**config.mk**
```make
export PLATFORM = sky130hd
export DESIGN_NAME = asu_uart
export DESIGN_NICKNAME = d
export VERILOG_FILES = /design/src/shared/asu_pkg.sv /design/src/rtl/asu_buf2.sv /design/src/rtl/asu_uart.sv
export SDC_FILE = /design/constraint.sdc
export NUM_CORES = 1
export LEC_CHECK = 0
export BUFFER_PORTS_ARGS = -buffer_cell sky130_fd_sc_hd__buf_2
export CORE_MARGIN = 3
export CORE_UTILIZATION = 63
export CTS_CLUSTER_DIAMETER = 200
export DETAILED_ROUTE_END_ITERATION = 8
export PLACE_DENSITY = 0.92
export SLEW_MARGIN = 10
export SYNTH_ARGS = -nofsm -noshare
export SYNTH_HDL_FRONTEND = slang
export SYNTH_SLANG_ARGS = --single-unit
```
**constraint.sdc**
```tcl
create_clock -name sys_clk_i -period 7.4 [get_ports sys_clk_i]
set_input_delay 0.37 -clock sys_clk_i [delete_from_list [all_inputs] [get_ports sys_clk_i]]
set_output_delay 0.37 -clock sys_clk_i [all_outputs]
set_load 0.05 [all_outputs]
```
**src/shared/asu_pkg.sv**
```systemverilog
`default_nettype none
package asu_pkg;
    // ----------------------------------------
    // Timing of the bit engine
    // ----------------------------------------
    localparam int unsigned OVERSAMPLE = 16;
    localparam logic [4:0] PRE_DIV8_LAST = 5'h07;
    localparam logic [4:0] PRE_DIV32_LAST = 5'h1f;
    localparam int unsigned CHAR_W = 9;
    localparam logic [3:0] CHAR_LAST7 = 4'h6;
    localparam logic [3:0] CHAR_LAST8 = 4'h7;
    localparam logic [3:0] CHAR_LAST9 = 4'h8;
    localparam int unsigned TX_DEPTH = 2;
    // ----------------------------------------
    // Frame options
    // ----------------------------------------
    typedef enum logic [1:0] {LEN_7 = 2'h0, LEN_8 = 2'h1, LEN_9 = 2'h2} asu_len_type;
    typedef enum logic [1:0] {PAR_NONE = 2'h0, PAR_ODD = 2'h1, PAR_EVEN = 2'h2} asu_par_type;
    typedef enum logic [1:0] {SRC_UNDIV = 2'h0, SRC_DIV8 = 2'h1, SRC_DIV32 = 2'h2} asu_src_type;
    typedef enum logic [1:0] {HS_NONE = 2'h0, HS_CTS = 2'h1, HS_RTS = 2'h2} asu_hs_type;
    typedef enum logic [4:0] {
        ST_IDLE = 5'h01, ST_START = 5'h02, ST_DATA = 5'h04, ST_PAR = 5'h08, ST_STOP = 5'h10
    } asu_state_type;
endpackage : asu_pkg
`default_nettype wire

```
**src/rtl/asu_buf2.sv**
```systemverilog
`default_nettype none
module asu_buf2 #(
    parameter int unsigned W = 9
) (
    // Clock and reset
    input wire logic sys_clk_i,
    input wire logic rstn_i,
    // Filling side
    input wire logic in_valid_i,
    output logic in_ready_o,
    input wire logic [W-1:0] in_data_i,
    // Draining side
    output logic out_valid_o,
    input wire logic out_ready_i,
    output logic [W-1:0] out_data_o
);
    import asu_pkg::*;
    // ----------------------------------------
    // Two-entry store
    // ----------------------------------------
    logic [W-1:0] mem_q [TX_DEPTH];
    logic [W-1:0] mem_d [TX_DEPTH];
    logic wr_q, wr_d, rd_q, rd_d;
    logic [1:0] cnt_q, cnt_d;
    logic room_q, room_d, avail_q, avail_d;
    logic push, pop;

    always_comb begin
        push = in_valid_i && room_q;
        pop = out_ready_i && avail_q;
        mem_d = mem_q;
        wr_d = wr_q;
        rd_d = rd_q;
        if (push) begin
            mem_d[wr_q] = in_data_i;
            wr_d = ~wr_q;
        end
        if (pop) begin
            rd_d = ~rd_q;
        end
        cnt_d = cnt_q + {1'b0, push} - {1'b0, pop};
        room_d = (cnt_d != 2'h2);
        avail_d = (cnt_d != 2'h0);
    end

    always_ff @(posedge sys_clk_i or negedge rstn_i) begin
        if (!rstn_i) begin
            mem_q <= '{default: '0};
            wr_q <= 1'b0;
            rd_q <= 1'b0;
            cnt_q <= 2'h0;
            room_q <= 1'b1;
            avail_q <= 1'b0;
        end else begin
            mem_q <= mem_d;
            wr_q <= wr_d;
            rd_q <= rd_d;
            cnt_q <= cnt_d;
            room_q <= room_d;
            avail_q <= avail_d;
        end
    end

    assign in_ready_o = room_q;
    assign out_valid_o = avail_q;
    assign out_data_o = mem_q[rd_q];
endmodule : asu_buf2
`default_nettype wire

```
**src/rtl/asu_uart.sv**
```systemverilog
// Function
// [RULE_01] Character length 7, 8 or 9
// [RULE_02] Parity odd, even or none
// [RULE_03] One start, one or two stops
// [RULE_04] Internal rate: source over 16(n+1)
// [RULE_05] External rate: clock pin over 16(n+1)
// [RULE_06] Eight-bit divisor value from software
// [RULE_07] Transmit needs enable, data, clear-to-send
// [RULE_08] Receive needs enable and start bit
// [RULE_09] Transmit interrupt on buffer-to-shifter move
// [RULE_10] Alternate transmit interrupt at frame end
// [RULE_11] Receive interrupt when word reaches buffer
// [RULE_12] Overrun when unread word gets replaced
// [RULE_13] Overrun overwrites buffer, no interrupt
// [RULE_14] Framing error on missing stop bit
// [RULE_15] Parity error on wrong ones count
// [RULE_16] Summary flag for any error
// [RULE_17] Optional inversion of character bits only
// [RULE_18] Optional inversion of both line pins
// [RULE_19] Sleep mode for multi-drop addressing
// [RULE_20] Handshake: CTS, RTS, none, or separate
// [RULE_21] Idle output high, or floating open-drain
// [RULE_22] Sleep accepts only words with MSB set
// [RULE_23] Sixteen ticks per bit, mid-bit sampling
// [RULE_24] RTS low while receiver can accept
`default_nettype none
module asu_uart #(
    parameter int unsigned OS = asu_pkg::OVERSAMPLE
) (
    // Clock and reset
    input wire logic sys_clk_i,
    input wire logic rstn_i,
    // Configuration
    input wire asu_pkg::asu_len_type char_len_i,
    input wire asu_pkg::asu_par_type parity_i,
    input wire logic two_stop_i,
    input wire logic ext_clk_sel_i,
    input wire asu_pkg::asu_src_type src_sel_i,
    input wire logic [7:0] brg_div_i,
    input wire asu_pkg::asu_hs_type handshake_i,
    input wire logic sep_pins_i,
    input wire logic sleep_i,
    input wire logic data_inv_i,
    input wire logic pol_inv_i,
    input wire logic open_drain_i,
    input wire logic tx_en_i,
    input wire logic rx_en_i,
    input wire logic tx_irq_sel_i,
    // Transmit data
    input wire logic tx_valid_i,
    output logic tx_ready_o,
    input wire logic [asu_pkg::CHAR_W-1:0] tx_data_i,
    // Receive data
    output logic rx_valid_o,
    input wire logic rx_read_i,
    output logic [asu_pkg::CHAR_W-1:0] rx_data_o,
    // Status
    output logic tx_empty_o,
    output logic tx_busy_o,
    output logic tx_irq_o,
    output logic rx_irq_o,
    output logic overrun_o,
    output logic framing_o,
    output logic parity_err_o,
    output logic err_sum_o,
    input wire logic err_clr_i,
    // Pins
    output logic serial_out_pin_o,
    output logic serial_out_pin_oe_o,
    input wire logic serial_in_pin_i,
    input wire logic transfer_clock_pin_i,
    input wire logic cts_n_i,
    output logic rts_n_o
);
    import asu_pkg::*;

    initial begin
        if (OS < 4 || OS > 16 || OS % 2 != 0) begin
            $error("OS must be even and 4..16");
        end
    end

    localparam logic [3:0] T_LAST = 4'(OS - 1);
    localparam logic [3:0] T_MID = 4'(OS / 2 - 1);

    // ----------------------------------------
    // Pin synchronisers
    // ----------------------------------------
    logic rx_s1_q, rx_s2_q, cts_s1_q, cts_s2_q, ext_s1_q, ext_s2_q, ext_s3_q;
    always_ff @(posedge sys_clk_i or negedge rstn_i) begin
        if (!rstn_i) begin
            {rx_s1_q, rx_s2_q, cts_s1_q, cts_s2_q} <= 4'hf;
            {ext_s1_q, ext_s2_q, ext_s3_q} <= 3'h0;
        end else begin
            {rx_s1_q, rx_s2_q} <= {serial_in_pin_i, rx_s1_q};
            {cts_s1_q, cts_s2_q} <= {cts_n_i, cts_s1_q};
            {ext_s1_q, ext_s2_q, ext_s3_q} <= {transfer_clock_pin_i, ext_s1_q, ext_s2_q};
        end
    end

    // ----------------------------------------
    // Bit rate generator
    // ----------------------------------------
    logic [4:0] pre_q, pre_d;
    logic [7:0] brg_q, brg_d;
    logic tick_q, tick_d, src_en;
    always_comb begin
        pre_d = pre_q + 5'h01;
        case (src_sel_i)
            SRC_UNDIV: src_en = 1'b1;
            SRC_DIV8: src_en = (pre_q[2:0] == PRE_DIV8_LAST[2:0]);
            SRC_DIV32: src_en = (pre_q == PRE_DIV32_LAST);
            default: src_en = 1'b1;
        endcase
        if (ext_clk_sel_i) begin
            src_en = ext_s2_q && !ext_s3_q; // RULE_05
        end
        brg_d = brg_q;
        tick_d = 1'b0;
        if (src_en) begin
            if (brg_q >= brg_div_i) begin // RULE_04 RULE_06
                brg_d = 8'h00;
                tick_d = 1'b1;
            end else begin
                brg_d = brg_q + 8'h01;
            end
        end
    end
    always_ff @(posedge sys_clk_i or negedge rstn_i) begin
        if (!rstn_i) begin
            pre_q <= 5'h00;
            brg_q <= 8'h00;
            tick_q <= 1'b0;
        end else begin
            pre_q <= pre_d;
            brg_q <= brg_d;
            tick_q <= tick_d;
        end
    end

    // ----------------------------------------
    // Frame shape shared by both directions
    // ----------------------------------------
    logic [3:0] char_last;
    logic par_on;
    always_comb begin
        case (char_len_i) // RULE_01
            LEN_7: char_last = CHAR_LAST7;
            LEN_8: char_last = CHAR_LAST8;
            default: char_last = CHAR_LAST9;
        endcase
        par_on = (parity_i != PAR_NONE); // RULE_02
    end

    // ----------------------------------------
    // Transmitter
    // ----------------------------------------
    logic buf_valid, pop;
    logic [CHAR_W-1:0] buf_data;
    asu_buf2 #(.W(CHAR_W)) u_txbuf (
        .sys_clk_i(sys_clk_i),
        .rstn_i(rstn_i),
        .in_valid_i(tx_valid_i),
        .in_ready_o(tx_ready_o),
        .in_data_i(tx_data_i),
        .out_valid_o(buf_valid),
        .out_ready_i(pop),
        .out_data_o(buf_data)
    );

    asu_state_type tx_st_q, tx_st_d;
    logic [CHAR_W-1:0] tx_sh_q, tx_sh_d;
    logic [3:0] tx_bit_q, tx_bit_d, tx_t_q, tx_t_d;
    logic tx_par_q, tx_par_d, tx_stop2_q, tx_stop2_d, tx_line_q, tx_line_d;
    logic tx_irq_d, tx_end, cts_ok, out_d, oe_d, tx_empty_d, tx_busy_d;
    always_comb begin
        tx_st_d = tx_st_q;
        tx_sh_d = tx_sh_q;
        tx_bit_d = tx_bit_q;
        tx_par_d = tx_par_q;
        tx_stop2_d = tx_stop2_q;
        tx_line_d = tx_line_q;
        tx_irq_d = 1'b0;
        pop = 1'b0;
        tx_end = tick_q && (tx_t_q == T_LAST);
        tx_t_d = tick_q ? tx_t_q + 4'h1 : tx_t_q;
        cts_ok = !((handshake_i == HS_CTS || sep_pins_i) && cts_s2_q); // RULE_20
        case (tx_st_q)
            ST_IDLE: begin
                tx_line_d = 1'b1; // RULE_21
                if (tx_en_i && buf_valid && cts_ok) begin // RULE_07
                    pop = 1'b1;
                    tx_sh_d = data_inv_i ? ~buf_data : buf_data; // RULE_17
                    tx_irq_d = !tx_irq_sel_i; // RULE_09
                    tx_st_d = ST_START;
                    tx_t_d = 4'h0;
                    tx_line_d = 1'b0; // RULE_03
                end
            end
            ST_START: if (tx_end) begin
                tx_st_d = ST_DATA;
                tx_bit_d = 4'h0;
                tx_par_d = (parity_i == PAR_ODD);
                tx_line_d = tx_sh_q[0];
            end
            ST_DATA: if (tx_end) begin
                tx_par_d = tx_par_q ^ tx_sh_q[0]; // RULE_15
                tx_sh_d = {1'b0, tx_sh_q[CHAR_W-1:1]};
                tx_bit_d = tx_bit_q + 4'h1;
                if (tx_bit_q == char_last) begin
                    tx_st_d = par_on ? ST_PAR : ST_STOP;
                    tx_line_d = par_on ? tx_par_q ^ tx_sh_q[0] : 1'b1;
                    tx_stop2_d = 1'b0;
                end else begin
                    tx_line_d = tx_sh_q[1];
                end
            end
            ST_PAR: if (tx_end) begin
                tx_st_d = ST_STOP;
                tx_line_d = 1'b1;
            end
            ST_STOP: if (tx_end) begin
                if (two_stop_i && !tx_stop2_q) begin // RULE_03
                    tx_stop2_d = 1'b1;
                end else begin
                    tx_st_d = ST_IDLE;
                    tx_irq_d = tx_irq_sel_i; // RULE_10
                end
            end
            default: tx_st_d = ST_IDLE;
        endcase
        out_d = open_drain_i ? 1'b0 : (tx_line_d ^ pol_inv_i); // RULE_18
        oe_d = open_drain_i ? !(tx_line_d ^ pol_inv_i) : 1'b1; // RULE_21
        // A pop from a full buffer still leaves one word behind
        tx_empty_d = !(buf_valid && !(pop && tx_ready_o)) && !(tx_valid_i && tx_ready_o); // RULE_07
        tx_busy_d = (tx_st_d != ST_IDLE);
    end
    always_ff @(posedge sys_clk_i or negedge rstn_i) begin
        if (!rstn_i) begin
            tx_st_q <= ST_IDLE;
            tx_sh_q <= '0;
            tx_bit_q <= 4'h0;
            tx_t_q <= 4'h0;
            tx_par_q <= 1'b0;
            tx_stop2_q <= 1'b0;
            tx_line_q <= 1'b1;
            tx_irq_o <= 1'b0;
            serial_out_pin_o <= 1'b1;
            serial_out_pin_oe_o <= 1'b1;
            tx_empty_o <= 1'b1;
            tx_busy_o <= 1'b0;
        end else begin
            tx_st_q <= tx_st_d;
            tx_sh_q <= tx_sh_d;
            tx_bit_q <= tx_bit_d;
            tx_t_q <= tx_t_d;
            tx_par_q <= tx_par_d;
            tx_stop2_q <= tx_stop2_d;
            tx_line_q <= tx_line_d;
            tx_irq_o <= tx_irq_d;
            serial_out_pin_o <= out_d;
            serial_out_pin_oe_o <= oe_d;
            tx_empty_o <= tx_empty_d;
            tx_busy_o <= tx_busy_d;
        end
    end

    // ----------------------------------------
    // Receiver
    // ----------------------------------------
    asu_state_type rx_st_q, rx_st_d;
    logic [CHAR_W-1:0] rx_sh_q, rx_sh_d, rx_buf_d, word;
    logic [3:0] rx_bit_q, rx_bit_d, rx_t_q, rx_t_d;
    logic rx_par_q, rx_par_d, rx_stop2_q, rx_stop2_d, rx_perr_q, rx_perr_d, rx_ferr_q, rx_ferr_d;
    logic rx_line, smp, mid, done, keep, full_d, rx_irq_d, ovr_d, fr_d, pe_d, rts_d;
    always_comb begin
        rx_line = rx_s2_q ^ pol_inv_i; // RULE_18
        rx_st_d = rx_st_q;
        rx_sh_d = rx_sh_q;
        rx_bit_d = rx_bit_q;
        rx_par_d = rx_par_q;
        rx_stop2_d = rx_stop2_q;
        rx_perr_d = rx_perr_q;
        rx_ferr_d = rx_ferr_q;
        rx_t_d = tick_q ? rx_t_q + 4'h1 : rx_t_q;
        mid = tick_q && (rx_t_q == T_MID);
        smp = tick_q && (rx_t_q == T_LAST); // RULE_23
        done = 1'b0;
        case (rx_st_q)
            ST_IDLE: if (rx_en_i && !rx_line) begin // RULE_08
                rx_st_d = ST_START;
                rx_t_d = 4'h0;
            end
            ST_START: if (mid) begin // RULE_23
                rx_st_d = rx_line ? ST_IDLE : ST_DATA;
                rx_t_d = 4'h0;
                rx_bit_d = 4'h0;
                rx_par_d = (parity_i == PAR_ODD);
                rx_stop2_d = 1'b0;
                rx_ferr_d = 1'b0;
                rx_perr_d = 1'b0;
            end
            ST_DATA: if (smp) begin
                rx_sh_d[rx_bit_q] = rx_line;
                rx_par_d = rx_par_q ^ rx_line;
                rx_bit_d = rx_bit_q + 4'h1;
                if (rx_bit_q == char_last) begin
                    rx_st_d = par_on ? ST_PAR : ST_STOP;
                end
            end
            ST_PAR: if (smp) begin
                rx_perr_d = rx_par_q ^ rx_line; // RULE_15
                rx_st_d = ST_STOP;
            end
            ST_STOP: if (smp) begin
                rx_ferr_d = rx_ferr_q || !rx_line; // RULE_14
                if (two_stop_i && !rx_stop2_q) begin
                    rx_stop2_d = 1'b1;
                end else begin
                    rx_st_d = ST_IDLE;
                    done = 1'b1;
                end
            end
            default: rx_st_d = ST_IDLE;
        endcase
        if (ST_START == rx_st_q && mid) begin
            rx_sh_d = '0;
        end
        word = data_inv_i ? (~rx_sh_q & ~({CHAR_W{1'b1}} << (char_last + 4'h1))) : rx_sh_q; // RULE_17
        keep = done && !(sleep_i && !rx_sh_q[char_last]); // RULE_19 RULE_22
        rx_buf_d = keep ? word : rx_data_o; // RULE_13
        full_d = keep || (rx_valid_o && !rx_read_i); // RULE_12
        rx_irq_d = keep && !rx_valid_o; // RULE_11 RULE_13
        ovr_d = (keep && rx_valid_o) || (overrun_o && !err_clr_i); // RULE_12
        fr_d = (keep && rx_ferr_d) || (framing_o && !err_clr_i);
        pe_d = (keep && rx_perr_d) || (parity_err_o && !err_clr_i);
        rts_d = !(rx_en_i && !full_d) || !(handshake_i == HS_RTS || sep_pins_i); // RULE_24 RULE_20
    end
    always_ff @(posedge sys_clk_i or negedge rstn_i) begin
        if (!rstn_i) begin
            rx_st_q <= ST_IDLE;
            rx_sh_q <= '0;
            rx_bit_q <= 4'h0;
            rx_t_q <= 4'h0;
            rx_par_q <= 1'b0;
            rx_stop2_q <= 1'b0;
            rx_perr_q <= 1'b0;
            rx_ferr_q <= 1'b0;
            rx_data_o <= '0;
            rx_valid_o <= 1'b0;
            rx_irq_o <= 1'b0;
            overrun_o <= 1'b0;
            framing_o <= 1'b0;
            parity_err_o <= 1'b0;
            err_sum_o <= 1'b0;
            rts_n_o <= 1'b1;
        end else begin
            rx_st_q <= rx_st_d;
            rx_sh_q <= rx_sh_d;
            rx_bit_q <= rx_bit_d;
            rx_t_q <= rx_t_d;
            rx_par_q <= rx_par_d;
            rx_stop2_q <= rx_stop2_d;
            rx_perr_q <= rx_perr_d;
            rx_ferr_q <= rx_ferr_d;
            rx_data_o <= rx_buf_d;
            rx_valid_o <= full_d;
            rx_irq_o <= rx_irq_d;
            overrun_o <= ovr_d;
            framing_o <= fr_d;
            parity_err_o <= pe_d;
            err_sum_o <= ovr_d || fr_d || pe_d; // RULE_16
            rts_n_o <= rts_d;
        end
    end
endmodule : asu_uart
`default_nettype wire

```
==> impl_metrics.tcl <==
set metrics [dict create \
    grt_pass1_wl_um 22900 \
    finalSetupViolCount 0 \
    clock_skew_ns 0.00914 \
    std_cell_rows 34 \
    clock-sinks 117 \
    synth_area_leaders "dfrtp_1 (44%), mux2_2 (5.9%), dfstp_2 (5.3%)" \
    cp-start-kind "flip-flop" \
    ys_top_cells_by_count "dfrtp_1 (105), nor2_1 (54), a21oi_1 (43)" \
    fillCellCount 507 \
    num_vias 4704 \
    htreeDepth 4 \
    cts_tree "built" \
    boundaryPins 65 \
    syn_area_um2 5920 \
    synth_largest_area_cell "dfrtp_1" \
    async_flop_share_pct 100 \
    status "finished, final reports clean" \
    cts.clk_slew.worst_paths_ns 0.06 \
    vias_per_cell 6.29 \
    drv_cap 0 \
    slew_headroom_pct 25.4 \
    r2r_cells 9 \
    min_delay_path_depth 2 \
    hpwlAfterDp_um 8850 \
    clkLatencyLatePin_ns 0.53 \
    drc 0 \
    synth-edff-count 0 \
    portBuffers 64 \
    drv_slew 0 \
    synth_top_area_share_pct 44.4 \
    hold_class "input pin to flip-flop" \
    critPathKind "flip-flop to flip-flop" \
    avgSynthCellArea_um2 10.7 \
    coreArea_um2 8930 \
    areaGrowthSynthToFinish_pct 18.7 \
    drt-pass1-iter-count 5 \
    first_iter_violations 307 \
    crit_arrival_ns 3.47 \
    worst_slack_ns 4.37 \
    leakage_uw 0.00328 \
    power.density_nw_per_um2 340 \
    cp_max_fo 12 \
    fmax_mhz 330 \
    dieArea_um2 10600 \
    ys_types 59 \
    start_util_pct 66.3 \
    synth_seq_cells 117 \
    syn_inst 554 \
    synth_flop_cell "dfrtp_1" \
    routed_wl_um 14000 \
    die_y_um 103 \
    grt_pass1_vias 4757 \
    drive_gt1_share_pct 24.8 \
    avgRoutedWirePerCell_um 18.7 \
    rsz0062_at_grt "false" \
    synth_nets 620 \
    overflow 0 \
    fin_crit_ns 3.03 \
    chipWidth_um 103 \
    insertedDiodeCount 0 \
    grt_max_degree 77 \
    clockRootBuffer "clkbuf_8" \
    utilization_pct 78.7 \
    antenna_left 0 \
    grt.total_usage_pct 28.5 \
    required_ns 7.85 \
    dpl_worst_slack_ns 4.76 \
    worstMarginPinSlew_ns 1.11 \
    nNetsFinal 693 \
    tns_ns 0 \
    place.gp.congestion 0.926 \
    irDropWorstVdd_mv 0.268 \
    finalCritPeriodShare_pct 40.9 \
    synth_seq_area_share_pct 49.7 \
    clk_path_buf_depth 2 \
    post-synth-top-count-cell "dfrtp_1" \
    finalPower_uw 2390 \
    yosysWarnings 0 \
    cts_buffers 17 \
    endpoint_kind "flip-flop" \
    hold_viol_final 0 \
    antenna_found_initial 0 \
]
-- layout make-up --
| type | count | area (um^2) | share of cell area (%) |
|---|---|---|---|
| clock buffer | 20 | 445 | 6.33 |
| sequential | 117 | 2940 | 41.8 |
| tap | 108 | 135 | 1.92 |
| timing repair buffer | 73 | 403 | 5.73 |
| multi-input combinational | 393 | 2810 | 40.0 |
| clock inverter | 12 | 201 | 2.86 |
| inverter | 25 | 93.8 | 1.33 |
-- stage by stage --
| stage | instances | instance area, um^2 | hold WS [ns] |
|---|---|---|---|
| 2_1_floorplan | 554 | 5920 | 0.0744 |
| 5_1_grt | 748 | 7030 | 0.0717 |
| 3_5_place_dp | 711 | 6340 | 0.347 |
| 3_3_place_gp | 711 | 6340 | 0.337 |
| 4_1_cts | 748 | 7030 | 0.0771 |
| 6_report | 748 | 7030 | 0.0859 |
-- registers in the layout, indices dropped and copies added (netlist names), 2 cells and up --
signal and cells:
brg_q 8, pre_q 5, rx_bit_q 4, rx_data_o 9, rx_sh_q 9, rx_st_q 5
rx_t_q 4, tx_bit_q 4, tx_sh_q 9, tx_st_q 5, tx_t_q 4, u_txbuf.cnt_q 2
u_txbuf.mem_q 18
-- cell usage in the layout (no fill, tap or decap), drive strengths merged, types with 8 or more instances in the layout --
cell    instances
mux2           32
dfstp          12
dfrtp         105
clkbuf         20
mux2i          17
ha             23
inv            25
a311oi          8
xor2           20
nor2           55
o21ai          25
nand3          11
xnor2          19
a21oi          43
buf            68
a22o            8
nor3           15
nand2          29
-- per-layer routing --
metal	vias up	part of all wire, %	track usage [%]
li1	2133	-	-
met1	2280	40	34.3
met2	235	51	47.1
met3	56	6.5	8.46
met4	0	3.0	13.0
met5	-	0	0
-- logic make-up after synthesis --
kind of cell	Yosys count	share of synthesized area, %
adders and majority gates	23	4.86
xor gates and xnor gates	39	5.77
muxes	49	9.02
and+or+nand+nor	165	15.1
buffers and inverters	44	2.85
DFF	117	49.7
AOI/OAI and AO/OA	117	12.7
-- what timing repair did --
action | in CTS | in global routing
hold buffers | 5 | 0
endpoints found under the hold margin | 37 | 0
buffers inserted | 0 | 0
resized for setup | 0 | 0
-- worst paths after layout --
check	start	to	slack, ns
worst min register to register	rx_s1_q	rx_s2_q	0.36
worst min-delay path	tx_data_i[6]	u_txbuf.mem_q[15]	0.09
worst max register to register	tx_st_q[1]	u_txbuf.in_ready_o	4.37
worst max-delay path	tx_st_q[1]	u_txbuf.in_ready_o	4.37
max in group asynchronous	rstn_i	tx_par_q	5.66
min in group asynchronous	rstn_i	ext_s2_q	0.37
-- critical path, stage by stage, from the launching register on --
cell and delay, ns:
dfrtp_1 0.52, nor3_1 0.61, nand3b_1 0.30, nor3b_1 0.43, ha_1 0.30, inv_1 0.06
ha_1 0.16, xor2_1 0.17, xnor2_1 0.12, or2_2 0.29
-- power by group --
group          switching, uW  internal [uW]  leakage, uW
Clock                    293            599     0.000311
Combinational            315            275      0.00153
Sequential               121            790      0.00144
Power figures use the tool's default switching activity.
